`src/inc/regsup_pkg.sv`:
```
package regsup_pkg;

    // ------------------------------------------------------------
    // Clock and timing
    // ------------------------------------------------------------
    localparam int CLK_PERIOD_NS   = 50;         // 20 MHz core clock
    localparam int BIAS_DELAY_NS   = 170000;     // 170 us start-up bias wait
    localparam int BIAS_CYC        = (BIAS_DELAY_NS + CLK_PERIOD_NS - 1) / CLK_PERIOD_NS;
    localparam int SS_TIME_NS      = 750000;     // 750 us soft-start, 5 % to 95 %
    localparam int SS_START_PCT    = 5;
    localparam int SS_END_PCT      = 95;
    localparam int SS_FULL_PCT     = 100;
    localparam int SS_STEP_CYC     =
        SS_TIME_NS / ((SS_END_PCT - SS_START_PCT) * CLK_PERIOD_NS);
    localparam longint DEBOUNCE_NS = 30000000;   // 30 ms warm reset filter
    localparam int DEBOUNCE_CYC    = int'(DEBOUNCE_NS / CLK_PERIOD_NS);
    localparam longint RST_NS_PER_NF = 100000000; // 1 nF gives 100 ms
    localparam int CAP_UNITS_PER_NF  = 10;       // Cap code counts 0.1 nF steps
    localparam int RST_UNIT_CYC    =
        int'(RST_NS_PER_NF / (CAP_UNITS_PER_NF * CLK_PERIOD_NS));

    // ------------------------------------------------------------
    // Register map
    // ------------------------------------------------------------
    localparam logic [3:0] ADDR_PGOOD     = 4'h0; // power_good_status
    localparam logic [3:0] ADDR_DISCHARGE = 4'h1; // discharge_control
    localparam logic [3:0] ADDR_LINEAR    = 4'h2; // linear_voltage_control
    localparam logic [3:0] ADDR_CORE      = 4'h3; // core voltage code
    localparam logic [3:0] ADDR_STATUS    = 4'h4; // block state
    localparam logic [7:0] UNMAPPED_DATA  = 8'hff;

    localparam logic [2:0] DISCHARGE_RST  = 3'h0;
    localparam logic [5:0] LINEAR_RST     = 6'h03; // Both software enables set
    localparam int         LIN_EN_LSB     = 0;
    localparam int         LIN_VSEL_LSB   = 2;

    // ------------------------------------------------------------
    // Strap defaults
    // ------------------------------------------------------------
    localparam logic [7:0]  CORE_CODE_LO  = 8'h34; // 1.3 V in 25 mV steps
    localparam logic [7:0]  CORE_CODE_HI  = 8'h3e; // 1.55 V in 25 mV steps
    localparam logic [11:0] MEM_MV_LO     = 12'h708; // 1800 mV
    localparam logic [11:0] MEM_MV_HI     = 12'h9c4; // 2500 mV
    localparam logic [11:0] SYS_MV_LO     = 12'hbb8; // 3000 mV
    localparam logic [11:0] SYS_MV_HI     = 12'hce4; // 3300 mV

    // Rail index order in the status vectors
    localparam int RAIL_SYS  = 0;
    localparam int RAIL_MEM  = 1;
    localparam int RAIL_CORE = 2;
    localparam int RAIL_LIN1 = 3;

    typedef enum logic [3:0] {
        CONV_OFF  = 4'h1,
        CONV_BIAS = 4'h2,
        CONV_RAMP = 4'h4,
        CONV_RUN  = 4'h8
    } conv_state_t;

    typedef struct packed {
        conv_state_t [2:0]  st;        // Converter sequencers
        logic [2:0][11:0]   cnt;       // Bias / ramp step counters
        logic [2:0][6:0]    ramp;      // Internal ramp level, percent
        logic [2:0]         sw_en;     // Switching allowed
        logic [2:0]         sink_blk;  // Low-side sinking blocked
        logic [2:0]         dis_en;    // Discharge load on
        logic [1:0]         lin_on;    // Linear regulators on
        logic [4:0]         fault;     // Power-good faults
        logic [4:0]         blk;       // Faults hidden from interrupt
        logic               irq;
        logic               uv_lock;
        logic               hot;
        logic               bk_low;
        logic [2:0]         dis_ctrl;
        logic [5:0]         lin_ctrl;
        logic [7:0]         core_code;
        logic [2:0]         strap;
        logic               strap_taken;
        logic               warm_filt;
        logic [19:0]        deb_cnt;
        logic [23:0]        unit_cnt;
        logic [7:0]         cap_cnt;
        logic               rst_active;
        logic [7:0]         rdata;
    } state_t;

endpackage

```
`src/regulator_supervisor_sequencer.sv`:
```
`timescale 1ns/1ns

// Notes on behaviour
// - Wait bias delay before converter switching
// - Soft-start 5 to 95 percent in 750 us
// - No sinking until ramp reaches precharge
// - Discharge off at reset, per-converter bits
// - Discharge load on while converter disabled
// - Fault below margin, clear after hysteresis
// - Five power-good bits readable by software
// - Interrupt when any rail drops out
// - Disabled converter reports power good
// - Disabled linear regulator reports power good
// - One pin enables both linears, software gates
// - Undervoltage or overtemperature kills all rails
// - Undervoltage lockout with release hysteresis
// - Core default voltage from its strap
// - Memory default voltage from its strap
// - System default voltage from its strap
// - Each converter has own enable pin
// - Warm reset restores only core voltage
// - Warm reset input debounced internally
// - Reset low at power-up, backup low, stretched
// - Stretch delay scales with timing capacitor
// - Warm reset forces system reset low
// - Debounce rejects pulses under 30 ms
// - Faults seen at status read stop interrupting
module regulator_supervisor_sequencer #(
    parameter int DEB_CYC       = regsup_pkg::DEBOUNCE_CYC,
    parameter int RST_UNIT_CYCS = regsup_pkg::RST_UNIT_CYC
) (
    input  wire logic            core_clk,
    input  wire logic            sys_rst,
    // Register port
    input  wire logic [3:0]      reg_addr,
    input  wire logic [7:0]      reg_wdata,
    input  wire logic            reg_wr,
    input  wire logic            reg_rd,
    output logic      [7:0]      reg_rdata,
    // Enables and straps
    input  wire logic            system_rail_enable,
    input  wire logic            memory_rail_enable,
    input  wire logic            core_rail_enable,
    input  wire logic            linear_regs_enable,
    input  wire logic            system_rail_strap,
    input  wire logic            memory_rail_strap,
    input  wire logic            core_rail_strap,
    // Analog comparator results
    input  wire logic            supply_below_supply_undervoltage_lock,
    input  wire logic            supply_above_release,
    input  wire logic            thermal_shutdown,
    input  wire logic            backup_clock_rail_low,
    input  wire logic            backup_clock_rail_ok,
    input  wire logic [4:0]      rail_below_fault,
    input  wire logic [4:0]      rail_recovered,
    input  wire logic [2:0][6:0] precharge_pct,
    input  wire logic [7:0]      reset_delay_cap,
    input  wire logic            warm_reset_in,
    // Converter controls
    output logic      [2:0]      conv_switch_en,
    output logic      [2:0]      conv_sink_block,
    output logic      [2:0][6:0] conv_ramp_pct,
    output logic      [2:0]      discharge_load_en,
    output logic      [1:0]      linear_reg_on,
    output logic      [3:0]      linear_vsel,
    output logic      [11:0]     system_rail_target_mv,
    output logic      [11:0]     memory_rail_target_mv,
    output logic      [7:0]      core_rail_code,
    output logic                 power_fault_irq,
    // Open-drain system reset
    input  wire logic            system_reset_out_n_i,
    output logic                 system_reset_out_n_o,
    output logic                 system_reset_out_n_oe
);

    // ------------------------------------------------------------
    // State
    // ------------------------------------------------------------
    regsup_pkg::state_t q; // Registered state
    regsup_pkg::state_t d; // Next state

    logic [2:0] en_pin;       // Enable pins as a vector
    logic       shutdown;     // Global power-down
    logic [2:0] conv_on;      // Converter allowed to run
    logic [4:0] mon;          // Comparator active per rail
    logic [7:0] core_default; // Strap default for core code
    logic       hold;         // Reason to keep reset low

    assign en_pin = {core_rail_enable, memory_rail_enable, system_rail_enable};

    // ------------------------------------------------------------
    // Next-state logic
    // ------------------------------------------------------------
    // Whole block next state
    always_comb begin
        d = q;
        core_default = q.strap[regsup_pkg::RAIL_CORE] ? regsup_pkg::CORE_CODE_HI
            : regsup_pkg::CORE_CODE_LO;

        // Straps caught once after reset
        if (!q.strap_taken) begin
            d.strap       = {core_rail_strap, memory_rail_strap, system_rail_strap};
            d.strap_taken = 1'b1;
            d.core_code   = core_rail_strap ? regsup_pkg::CORE_CODE_HI
                : regsup_pkg::CORE_CODE_LO;
        end

        if (supply_below_supply_undervoltage_lock) begin
            d.uv_lock = 1'b1;
        end else if (supply_above_release) begin
            d.uv_lock = 1'b0;
        end
        d.hot = thermal_shutdown;
        shutdown = q.uv_lock | q.hot;

        // Backup rail comparator with hysteresis
        if (backup_clock_rail_low) begin
            d.bk_low = 1'b1;
        end else if (backup_clock_rail_ok) begin
            d.bk_low = 1'b0;
        end

        // Converter sequencers
        for (int i = 0; i < 3; i++) begin
            conv_on[i] = en_pin[i] & ~shutdown;
            unique case (q.st[i])
                regsup_pkg::CONV_OFF: begin
                    // Start bias wait on enable
                    if (conv_on[i]) begin
                        d.st[i]  = regsup_pkg::CONV_BIAS;
                        d.cnt[i] = 12'h000;
                    end
                end
                regsup_pkg::CONV_BIAS: begin
                    if (!conv_on[i]) begin
                        d.st[i] = regsup_pkg::CONV_OFF;
                    end else if (q.cnt[i] == 12'(regsup_pkg::BIAS_CYC - 1)) begin
                        d.st[i]   = regsup_pkg::CONV_RAMP;
                        d.cnt[i]  = 12'h000;
                        d.ramp[i] = 7'(regsup_pkg::SS_START_PCT);
                    end else begin
                        d.cnt[i] = q.cnt[i] + 12'h001;
                    end
                end
                regsup_pkg::CONV_RAMP: begin
                    if (!conv_on[i]) begin
                        d.st[i] = regsup_pkg::CONV_OFF;
                    end else if (q.cnt[i] == 12'(regsup_pkg::SS_STEP_CYC - 1)) begin
                        d.cnt[i] = 12'h000;
                        if (q.ramp[i] == 7'(regsup_pkg::SS_END_PCT - 1)) begin
                            d.st[i]   = regsup_pkg::CONV_RUN;
                            d.ramp[i] = 7'(regsup_pkg::SS_FULL_PCT);
                        end else begin
                            d.ramp[i] = q.ramp[i] + 7'h01;
                        end
                    end else begin
                        d.cnt[i] = q.cnt[i] + 12'h001;
                    end
                end
                regsup_pkg::CONV_RUN: begin
                    // Regulating until disabled
                    if (!conv_on[i]) begin
                        d.st[i] = regsup_pkg::CONV_OFF;
                    end
                end
                default: begin
                    // Illegal code recovers to off
                    d.st[i] = regsup_pkg::CONV_OFF;
                end
            endcase
            if (d.st[i] == regsup_pkg::CONV_OFF) begin
                d.ramp[i] = 7'h00;
            end
            d.sw_en[i] = (d.st[i] == regsup_pkg::CONV_RAMP)
                | (d.st[i] == regsup_pkg::CONV_RUN);
            d.sink_blk[i] = (d.st[i] == regsup_pkg::CONV_RAMP)
                & (d.ramp[i] < precharge_pct[i]);
            // load on while converter is off and its dis_ctrl bit is set
            d.dis_en[i] = q.dis_ctrl[i] & (d.st[i] == regsup_pkg::CONV_OFF);
        end

        d.lin_on = {2{linear_regs_enable & ~shutdown}}
                 & q.lin_ctrl[regsup_pkg::LIN_EN_LSB +: 2];

        // Comparators only watch running rails
        for (int r = 0; r < 5; r++) begin
            if (r < 3) begin
                mon[r] = (q.st[r] == regsup_pkg::CONV_RUN);
            end else begin
                mon[r] = q.lin_on[r - regsup_pkg::RAIL_LIN1];
            end
            if (!mon[r]) begin
                d.fault[r] = 1'b0;
            // set below margin, clear on recovery
            end else if (rail_below_fault[r]) begin
                d.fault[r] = 1'b1;
            end else if (rail_recovered[r]) begin
                d.fault[r] = 1'b0;
            end
        end

        // hide faults present at status read
        d.blk = q.blk & d.fault;
        if (reg_rd && reg_addr == regsup_pkg::ADDR_PGOOD) begin
            d.blk = d.blk | (q.fault & d.fault);
        end
        d.irq = |(q.fault & ~q.blk);

        // level must hold for full filter time
        if (warm_reset_in != q.warm_filt) begin
            if (q.deb_cnt == 20'(DEB_CYC - 1)) begin
                d.warm_filt = warm_reset_in;
                d.deb_cnt   = 20'h00000;
            end else begin
                d.deb_cnt = q.deb_cnt + 20'h00001;
            end
        end else begin
            d.deb_cnt = 20'h00000;
        end

        hold = q.bk_low | q.warm_filt;
        if (hold) begin
            d.rst_active = 1'b1;
            d.unit_cnt   = 24'h000000;
            d.cap_cnt    = 8'h00;
        end else if (q.rst_active) begin
            if (q.cap_cnt >= reset_delay_cap) begin
                d.rst_active = 1'b0;
            end else if (q.unit_cnt == 24'(RST_UNIT_CYCS - 1)) begin
                d.unit_cnt = 24'h000000;
                d.cap_cnt  = q.cap_cnt + 8'h01;
            end else begin
                d.unit_cnt = q.unit_cnt + 24'h000001;
            end
        end

        // Register writes
        if (reg_wr) begin
            unique case (reg_addr)
                regsup_pkg::ADDR_DISCHARGE: d.dis_ctrl  = reg_wdata[2:0];
                regsup_pkg::ADDR_LINEAR:    d.lin_ctrl  = reg_wdata[5:0];
                regsup_pkg::ADDR_CORE:      d.core_code = reg_wdata;
                default: begin
                    // Read-only or unmapped: write ignored
                end
            endcase
        end
        // warm reset reloads core code only
        if (d.warm_filt && !q.warm_filt) begin
            d.core_code = core_default;
        end

        // Read data for one cycle only
        d.rdata = 8'h00;
        if (reg_rd) begin
            unique case (reg_addr)
                // five power-good bits, 1 = fault
                regsup_pkg::ADDR_PGOOD:     d.rdata = {3'h0, q.fault};
                regsup_pkg::ADDR_DISCHARGE: d.rdata = {5'h00, q.dis_ctrl};
                regsup_pkg::ADDR_LINEAR:    d.rdata = {2'h0, q.lin_ctrl};
                regsup_pkg::ADDR_CORE:      d.rdata = q.core_code;
                regsup_pkg::ADDR_STATUS:    d.rdata = {1'b0, q.sw_en, q.warm_filt,
                    system_reset_out_n_i, q.hot, q.uv_lock};
                default:                    d.rdata = regsup_pkg::UNMAPPED_DATA;
            endcase
        end

        // Synchronous reset values
        if (sys_rst) begin
            d = '0;
            d.st = '{default: regsup_pkg::CONV_OFF};
            d.dis_ctrl   = regsup_pkg::DISCHARGE_RST;
            d.lin_ctrl   = regsup_pkg::LINEAR_RST;
            d.core_code  = regsup_pkg::CORE_CODE_LO;
            d.uv_lock    = 1'b1;   // Assume low supply until proven
            d.rst_active = 1'b1;   // Power-up reset stretch
        end
    end

    // ------------------------------------------------------------
    // State register
    // ------------------------------------------------------------
    // One register stage
    always_ff @(posedge core_clk) begin
        q <= d;
    end

    // ------------------------------------------------------------
    // Outputs
    // ------------------------------------------------------------
    assign reg_rdata = q.rdata;
    assign conv_switch_en = q.sw_en;
    assign conv_sink_block = q.sink_blk;
    assign conv_ramp_pct = q.ramp;
    assign discharge_load_en = q.dis_en;
    assign linear_reg_on = q.lin_on;
    assign linear_vsel = q.lin_ctrl[regsup_pkg::LIN_VSEL_LSB +: 4];
    assign system_rail_target_mv = q.strap[regsup_pkg::RAIL_SYS] ? regsup_pkg::SYS_MV_HI
        : regsup_pkg::SYS_MV_LO;
    assign memory_rail_target_mv = q.strap[regsup_pkg::RAIL_MEM] ? regsup_pkg::MEM_MV_HI
        : regsup_pkg::MEM_MV_LO;
    assign core_rail_code = q.core_code;
    assign power_fault_irq = q.irq;
    // Open drain: only ever pulls low
    assign system_reset_out_n_o = 1'b0;
    assign system_reset_out_n_oe = q.rst_active;

endmodule

```
`config.mk`:
```
export PLATFORM = sky130hd
export DESIGN_NAME = regulator_supervisor_sequencer
export DESIGN_NICKNAME = d
export VERILOG_FILES = /design/src/inc/regsup_pkg.sv /design/src/regulator_supervisor_sequencer.sv
export SDC_FILE = /design/constraint.sdc
export NUM_CORES = 1
export LEC_CHECK = 0
export BUFFER_PORTS_ARGS = -buffer_cell sky130_fd_sc_hd__buf_2
export CORE_MARGIN = 2
export CORE_UTILIZATION = 52
export DETAILED_ROUTE_END_ITERATION = 6
export GPL_ROUTABILITY_DRIVEN = 0
export PLACE_DENSITY_LB_ADDON = 0.25
export SLEW_MARGIN = 30
export SYNTH_ARGS = -nofsm -noshare
export SYNTH_HDL_FRONTEND = slang
export SYNTH_SLANG_ARGS = --single-unit
```
`constraint.sdc`:
```
create_clock -name core_clk -period 2.8 [get_ports core_clk]
set_input_delay 0.14 -clock core_clk [delete_from_list [all_inputs] [get_ports core_clk]]
set_output_delay 0.14 -clock core_clk [all_outputs]
set_load 0.005 [all_outputs]
```
# After elaboration in Yosys (flattened, before gate mapping)
# Cells that the tools add are included.
dict set report totals {
  reg_bits 177
  input_bits 69
  output_inout_bits 79
  word_cells 229
}
dict set report op_classes {
  n_addsub 9
  magnitude_cmp 4
  n_eq_ne 46
  n_mux 95
  n_bitwise 25
  reduce_logical 20
}
# op n
set op_table {}
lappend op_table {{2-to-1 mux 12 bit} 17}
lappend op_table {{2-to-1 mux 7 bit} 18}
lappend op_table {{case mux 12 bit (3 select lines)} 3}
lappend op_table {{2-to-1 mux 4 bit} 23}
lappend op_table {{case mux 4 bit (4 select lines)} 3}
lappend op_table {{case mux 7 bit (2 select lines)} 3}
lappend op_table {{case mux 8 bit (5 select lines)} 1}
lappend op_table {{adder 12 x 1 -> 12 bit, second input constant} 3}
lappend op_table {{equality test 12 bit, second input constant} 3}
lappend op_table {{equality test 12 x 8 -> 1 bit, second input constant} 3}
lappend op_table {{equality test 4 x 1 -> 1 bit, second input constant} 7}
lappend op_table {{equality test 4 x 3 -> 1 bit, second input constant} 7}
lappend op_table {{adder 24 x 1 -> 24 bit, second input constant} 1}
lappend op_table {{equality test 24 x 18 -> 1 bit, second input constant} 1}
lappend op_table {{equality test 4 bit, second input constant} 6}
lappend op_table {{2-to-1 mux 24 bit} 1}
lappend op_table {{2-to-1 mux 8 bit} 3}
lappend op_table {{adder 7 x 1 -> 7 bit, second input constant} 3}
lappend op_table {{equality test 7 bit, second input constant} 3}
lappend op_table {{less-than comparator 7 bit} 3}
lappend op_table {{2-to-1 mux 1 bit} 21}
lappend op_table {{adder 20 x 1 -> 20 bit, second input constant} 1}
lappend op_table {{equality test 20 bit, second input constant} 1}
lappend op_table {{equality test 4 x 2 -> 1 bit, second input constant} 5}
lappend op_table {{24 further kinds} 59}

# Longest topological paths before layout
dict set report logic_depth {
  word_depth 9
  depth_mapped 13
  ltp_nobuf 13
}

# Worst setup path after synthesis
# Ideal clock, no wire load.
dict set report synth_timing {
  path_kind {register -> register}
  from {reg q[171] in the netlist's numbering}
  to {reg q (netlist bit conv_sink_block[1])}
  setup_time_ps 81
  arrival_ps 2930
  required_ps 2719
  slack_ps -211
  stages_incl_launch_ff 13
  n_path_buf 1
  synth_period_minus_slack_ps 3011
  path_cell_list {dfxtp_1 clkbuf_1 or4b_1 or4_1 o21ai_1 o211ai_1 and2_1 ha_1 a21oi_1 nor2_1 a211oi_1 o2111ai_1 a41oi_1}
}
dict set report synth_between {
  elab_chain_len 8
  elab_cells_between_ends 18
  classes_between {1 x order compare; 6 x eq/ne; 10 x mux; 1 x bitwise}
}
# element line
set synth_rtl {}
lappend synth_rtl {{start: declaration} regulator_supervisor_sequencer.sv:79} ;# regsup_pkg::state_t q;
lappend synth_rtl {{start signal: assignment} regulator_supervisor_sequencer.sv:285} ;# q <= d;
lappend synth_rtl {{2-to-1 mux 4 bit} regulator_supervisor_sequencer.sv:150} ;# if (q.ramp[i] == 7'(regsup_pkg::SS_END_PCT - 1)) begin
lappend synth_rtl {{2-to-1 mux 4 bit} regulator_supervisor_sequencer.sv:148} ;# end else if (q.cnt[i] == 12'(regsup_pkg::SS_STEP_CYC - 1)) begin
lappend synth_rtl {{2-to-1 mux 4 bit} regulator_supervisor_sequencer.sv:146} ;# if (!conv_on[i]) begin
lappend synth_rtl {{case mux 4 bit (4 select lines)} regulator_supervisor_sequencer.sv:126} ;# unique case (q.st[i])
lappend synth_rtl {{equality test 4 x 1 -> 1 bit} regulator_supervisor_sequencer.sv:171} ;# if (d.st[i] == regsup_pkg::CONV_OFF) begin
lappend synth_rtl {{2-to-1 mux 7 bit} regulator_supervisor_sequencer.sv:171}
lappend synth_rtl {{less-than comparator 7 bit} regulator_supervisor_sequencer.sv:177} ;# & (d.ramp[i] < precharge_pct[i]);
lappend synth_rtl {{bitwise AND 1 bit (*)} regulator_supervisor_sequencer.sv:177}
# Every way passes the cells marked *; elsewhere a longest branch is shown, timed or not.
# A chain may end at the register's enable or synchronous reset.

# Worst setup path after layout
dict set report layout_timing {
  from {reg q[149] in the netlist's numbering}
  to {reg q (netlist bit conv_sink_block[1])}
}
dict set report layout_between {
  elab_chain_len 8
  elab_cells_between_ends 17
  classes_between {1 x order compare; 4 x eq/ne; 11 x mux; 1 x bitwise}
}
# element line
set layout_rtl {}
lappend layout_rtl {{equality test 12 x 8 -> 1 bit / equality test 12 bit (equally long branches)} {regulator_supervisor_sequencer.sv:148, regulator_supervisor_sequencer.sv:137}}
lappend layout_rtl {{2-to-1 mux 4 bit (on tied branches)} {regulator_supervisor_sequencer.sv:148, regulator_supervisor_sequencer.sv:137}}
lappend layout_rtl {{2-to-1 mux 4 bit (on tied branches)} {regulator_supervisor_sequencer.sv:146, regulator_supervisor_sequencer.sv:135}}
lappend layout_rtl {{case mux 4 bit (4 select lines)} regulator_supervisor_sequencer.sv:126}
lappend layout_rtl {{equality test 4 x 1 -> 1 bit} regulator_supervisor_sequencer.sv:171}
lappend layout_rtl {{2-to-1 mux 7 bit} regulator_supervisor_sequencer.sv:171}
lappend layout_rtl {{less-than comparator 7 bit} regulator_supervisor_sequencer.sv:177}
lappend layout_rtl {{bitwise AND 1 bit (*)} regulator_supervisor_sequencer.sv:177}
# Marks and branches as above.

==> reports/results.txt <==
The launching element of the worst setup path was q[149]. The standby leakage power was 0.00495 µW; the initial standard-cell utilization of the core was 52.6%. The run finished, with violations left. The highest ir drop seen on vdd was 0.000384 V. The class of the tightest hold or removal check was primary input to flop. The primary flip-flop cell chosen by synthesis mapping was sky130_fd_sc_hd__dfxtp_1. The highest fanout seen on the critical path is 2. Dividing the detail-routed via count by the number of cells gives 5.59. The tools report the number of antenna violations at the first check in global routing as 2. The run gives 350 MHz as the highest achievable clock rate. The synthesized netlist devotes 26.8% of its cell area to simple gates. The number of global-route vias before repair is 8,524. The die extent in x is 144 µm, and the total of warnings raised by yosys is 0.

Setup repair after global routing could not meet its margin everywhere. Maximum count of clock buffers along a single path: 2. Summed over all nets, wire length on met2 after detailed routing comes to 12.8 mm. During I/O placement, the number of pins put on the boundary was 148. The tightest hold path in the finished design has a slack of 23.0 ps. For the largest net degree at the start of global routing, the log shows 33. The cell row count is 51, and the clock-pin slew on the worst setup and hold paths is 70 ps.

TritonCTS built the clock tree. The tools report the launch point of the worst reg-to-reg path as q[149]. The setup slack after layout was -57.8 ps. For the number of cells in the design after placement, the log shows 1,627. After filler insertion, the fill cell instance count of the layout stands at 1,692. The quantity of I/O buffers inserted on ports works out to 136.

The tools report the worst relative slew slack as 53.8%. The count of nets left with antenna violations once routing finished came out at 0. The worst hold path was traced through 3 stages. After Yosys synthesis, XOR and XNOR cells account for 5.00% of the synthesized area.

Clock latency on the worst-skew pair: 440 ps. The worst hold path terminates at q[61]. After global routing the overflow that remains totals 0. Synthesized area divided by synthesized cell count: 8.11 µm². Summed over all nets, wire length on met3 after detailed routing comes to 1.66 mm. After detailed routing, the average wire length per cell comes to 15.7 µm. In the global route stage, overall resource usage came out at 24.8%. The floorplan die height works out to 144 µm.

Data arrives at the worst endpoint at 3210 ps. In this run the critical register-to-register path is captured at conv_sink_block[1]. Detailed routing inserted a total of 9,443 vias. The transition at the pin with the smallest max-transition slack was 687 ps; the core footprint was 0.0193 mm². Kind of critical path: flop to flop. Buffers inserted during clock tree synthesis total 17.

The logs give 0.00355 mm² for the storage element area and 0.0207 mm² for the area of the die. The logs give 3160 ps for the required arrival time at the worst endpoint and 0 for the number of slew-limit violations in the final report. The tools report the nature of the critical path endpoint as a flop. Counting every instance in the synthesized netlist gives 1,253. For the final routed database, the setup TNS stands at -94.5 ps. Of all flip-flops after synthesis, the portion carrying an async set or reset was 0%. The synthesized design contains 177 register bits. Summing the areas of all compound-gate instances in the mapped netlist gives 15.9% of the synthesized area. Yosys mapped the design onto 75 distinct sky130hd cell types.

The worst-case clock skew is 19.6 ps, and the multiplexer share of the synthesized area is 1.92%. For the number of iterations in the first detailed-routing pass, the log shows 5. For the footprint of the multi-input gates, the log shows 0.00589 mm². In the final routing, the length of wire on met1 measures 11.4 mm. The first global-routing pass estimated 41.0 mm of wire. In this run the most critical hold path is launched from warm_reset_in. The worst setup path is launched from a flop. The cell at the root of the clock tree is sky130_fd_sc_hd__clkbuf_16. In this run, synthesis inferred 0 flip-flops with an integrated enable. The finished layout holds 1,688 standard cells, fillers aside. The total power per unit cell area was 426 mW/mm²; the shortest period the worst path allows was 2860 ps.

The final reports fail on setup timing. Depth of the CTS H-tree: 4. Dividing the final minimum period by the clock period gives 102%. The mapped netlist covers 0.0102 mm². The logs give 18.9 mm for the estimated wirelength of the detail-placed design and 553 for the number of design-rule violations left by the first detailed-router iteration. The share of layout cells above drive strength 1 came out at 24.0%. The number of sinks on the clock net is 177, and the final number of hold-violating endpoints is 0.

Total routed wirelength: 26.5 mm. The share of the Yosys chip area taken by registers is 34.9%. For flop-to-flop paths, the worst setup slack is -60 ps. Main combinational cell family by area after synthesis: simple AND/OR/NAND/NOR gates. After detailed routing, the number of remaining DRC violations is 0. The synthesis-to-finish area growth is 20.5%, and the post-place setup slack is -155 ps. For the net total in the final layout, the log shows 1,517. For the max-cap violation count, the log shows 0. Number of cells on the worst reg-to-reg path: 11.

The uppermost layer routed was met4. The synthesized netlist devotes 5.05% of its cell area to adder and majority cells. For this run, the slowest stage of the critical path takes 560 ps. Setup violations remaining at the end of the flow were counted as 2. Walking the worst path, the cells encountered are or4bb_4, or4_4, o21ai_2, o211ai_1, and2_1, ha_1, a21oi_1, nor2_1, a211oi_2, o2111ai_1, a41oi_1. The standard cell with the maximum stage delay on the critical path is sky130_fd_sc_hd__or4_4.
cell usage after synthesis, types with 8 or more instances:
| cell | number | area, µm² |
|---|---|---|
| sky130_fd_sc_hd__or4_1 | 20 | 150 |
| sky130_fd_sc_hd__nor2_1 | 121 | 454 |
| sky130_fd_sc_hd__and2_1 | 12 | 75.1 |
| sky130_fd_sc_hd__nor2b_1 | 18 | 113 |
| sky130_fd_sc_hd__nor3_1 | 31 | 155 |
| sky130_fd_sc_hd__dfxtp_1 | 177 | 3540 |
| sky130_fd_sc_hd__and3_1 | 21 | 131 |
| sky130_fd_sc_hd__nand4_1 | 25 | 156 |
| sky130_fd_sc_hd__mux2i_1 | 15 | 150 |
| sky130_fd_sc_hd__clkbuf_1 | 46 | 173 |
| sky130_fd_sc_hd__xnor2_1 | 36 | 315 |
| sky130_fd_sc_hd__a211oi_1 | 15 | 113 |
| sky130_fd_sc_hd__inv_1 | 74 | 278 |
| sky130_fd_sc_hd__nand3b_1 | 8 | 60.1 |
| sky130_fd_sc_hd__o211ai_1 | 9 | 67.6 |
| sky130_fd_sc_hd__buf_4 | 76 | 571 |
| sky130_fd_sc_hd__nand3_1 | 60 | 300 |
| sky130_fd_sc_hd__o21ai_0 | 55 | 275 |
| sky130_fd_sc_hd__o31ai_1 | 21 | 158 |
| sky130_fd_sc_hd__or3_1 | 14 | 87.6 |
| sky130_fd_sc_hd__xor2_1 | 22 | 193 |
| sky130_fd_sc_hd__a21o_1 | 10 | 75.1 |
| sky130_fd_sc_hd__nor4_1 | 26 | 163 |
| sky130_fd_sc_hd__a31oi_1 | 11 | 68.8 |
| sky130_fd_sc_hd__a21oi_1 | 94 | 470 |
| sky130_fd_sc_hd__nor3b_1 | 8 | 60.1 |
| sky130_fd_sc_hd__ha_1 | 41 | 513 |
| sky130_fd_sc_hd__nand2_1 | 71 | 267 |
stage by stage:
stage / total power, µW / util, % / area [µm²]
6_report: 5220 / 63.4 / 12300
5_1_grt: 5400 / 63.4 / 12200
4_1_cts: 5250 / 62.0 / 12000
3_3_place_gp: 2910 / 57.8 / 11200
2_1_floorplan: 2810 / - / 10300
3_5_place_dp: 2910 / 57.8 / 11200
power breakdown:
part           internal, µW  switching, µW
combinational           140            179
clock                  1320           1020
sequential             2540           21.1
worst max-delay path by stage:
stage / end / slack (ps) / depth (start not counted)
3_3_place_gp: conv_sink_block[2] / -70 / 11
3_5_place_dp: conv_sink_block[0] / -150 / 13
6_report: conv_sink_block[1] / -60 / 11
4_1_cts: conv_sink_block[1] / -90 / 11
5_1_grt: conv_sink_block[0] / -220 / 13
2_1_floorplan: conv_sink_block[1] / -70 / 12
registers in the layout, indices dropped and copies added (netlist names):
| name | cells |
|---|---|
| linear_vsel | 4 |
| reg_rdata | 8 |
| q | 123 |
| system_reset_out_n_oe | 1 |
| conv_ramp_pct | 21 |
| discharge_load_en | 3 |
| conv_switch_en | 3 |
| conv_sink_block | 3 |
| linear_reg_on | 2 |
| power_fault_irq | 1 |
| core_rail_code | 8 |
area by class of cell:
cell class | count | area share, %
repair buffers | 255 | 13.3
clock inverters | 13 | 1.12
diodes | 3 | 0.0613
well taps | 265 | 2.71
clock buffers | 19 | 3.53
inverters | 74 | 2.27
multi-input cells | 882 | 48.1
flip-flops and latches | 177 | 29.0
timing repair:
item | 4_1_cts | 5_1_grt
endpoints found under the hold margin | 23 | 0
setup endpoints to repair | 3 | 3
hold buffers | 17 | 0
resized for setup | 9 | 47
buffers inserted | 1 | 8
pin swaps | 7 | 28
worst max-delay path: cells and delay by family (launching register included):
kind,cells,cell delay (ps)
AOI/OAI and AO/OA,6,840
adders and majority gates,1,280
DFF,1,330
and+or+nand+nor,4,1330
layer usage:
| layer | vias up | global-route usage [%] |
|---|---|---|
| met4 | 0 | 8.31 |
| met5 | - | 0 |
| met2 | 286 | 42.0 |
| met1 | 4375 | 31.0 |
| li1 | 4729 | - |
| met3 | 53 | 6.03 |
cell usage in the layout (no fill, tap or decap), types with 31 or more instances in the layout:
master                    synthesis  layout
sky130_fd_sc_hd__xnor2_1         36      36
sky130_fd_sc_hd__dfxtp_1        177     171
sky130_fd_sc_hd__nor3_1          31      31
sky130_fd_sc_hd__inv_1           74      73
sky130_fd_sc_hd__o21ai_0         55      51
sky130_fd_sc_hd__ha_1            41      40
sky130_fd_sc_hd__nand2_1         71      69
sky130_fd_sc_hd__buf_2            6     136
sky130_fd_sc_hd__buf_4           76     100
sky130_fd_sc_hd__nand3_1         60      57
sky130_fd_sc_hd__nor2_1         121     120
sky130_fd_sc_hd__a21oi_1         94      90
cell families (layout without fill, tap and decap cells):
logic type	Yosys count	after routing
DFF	177	177
buffers and inverters	203	361
adders and majority gates	41	41
xor gates and xnor gates	58	58
muxes	17	17
AOI/OAI and AO/OA	263	263
other	2	14
and+or+nand+nor	492	492
No activity file was read; power rests on OpenSTA's default activity.
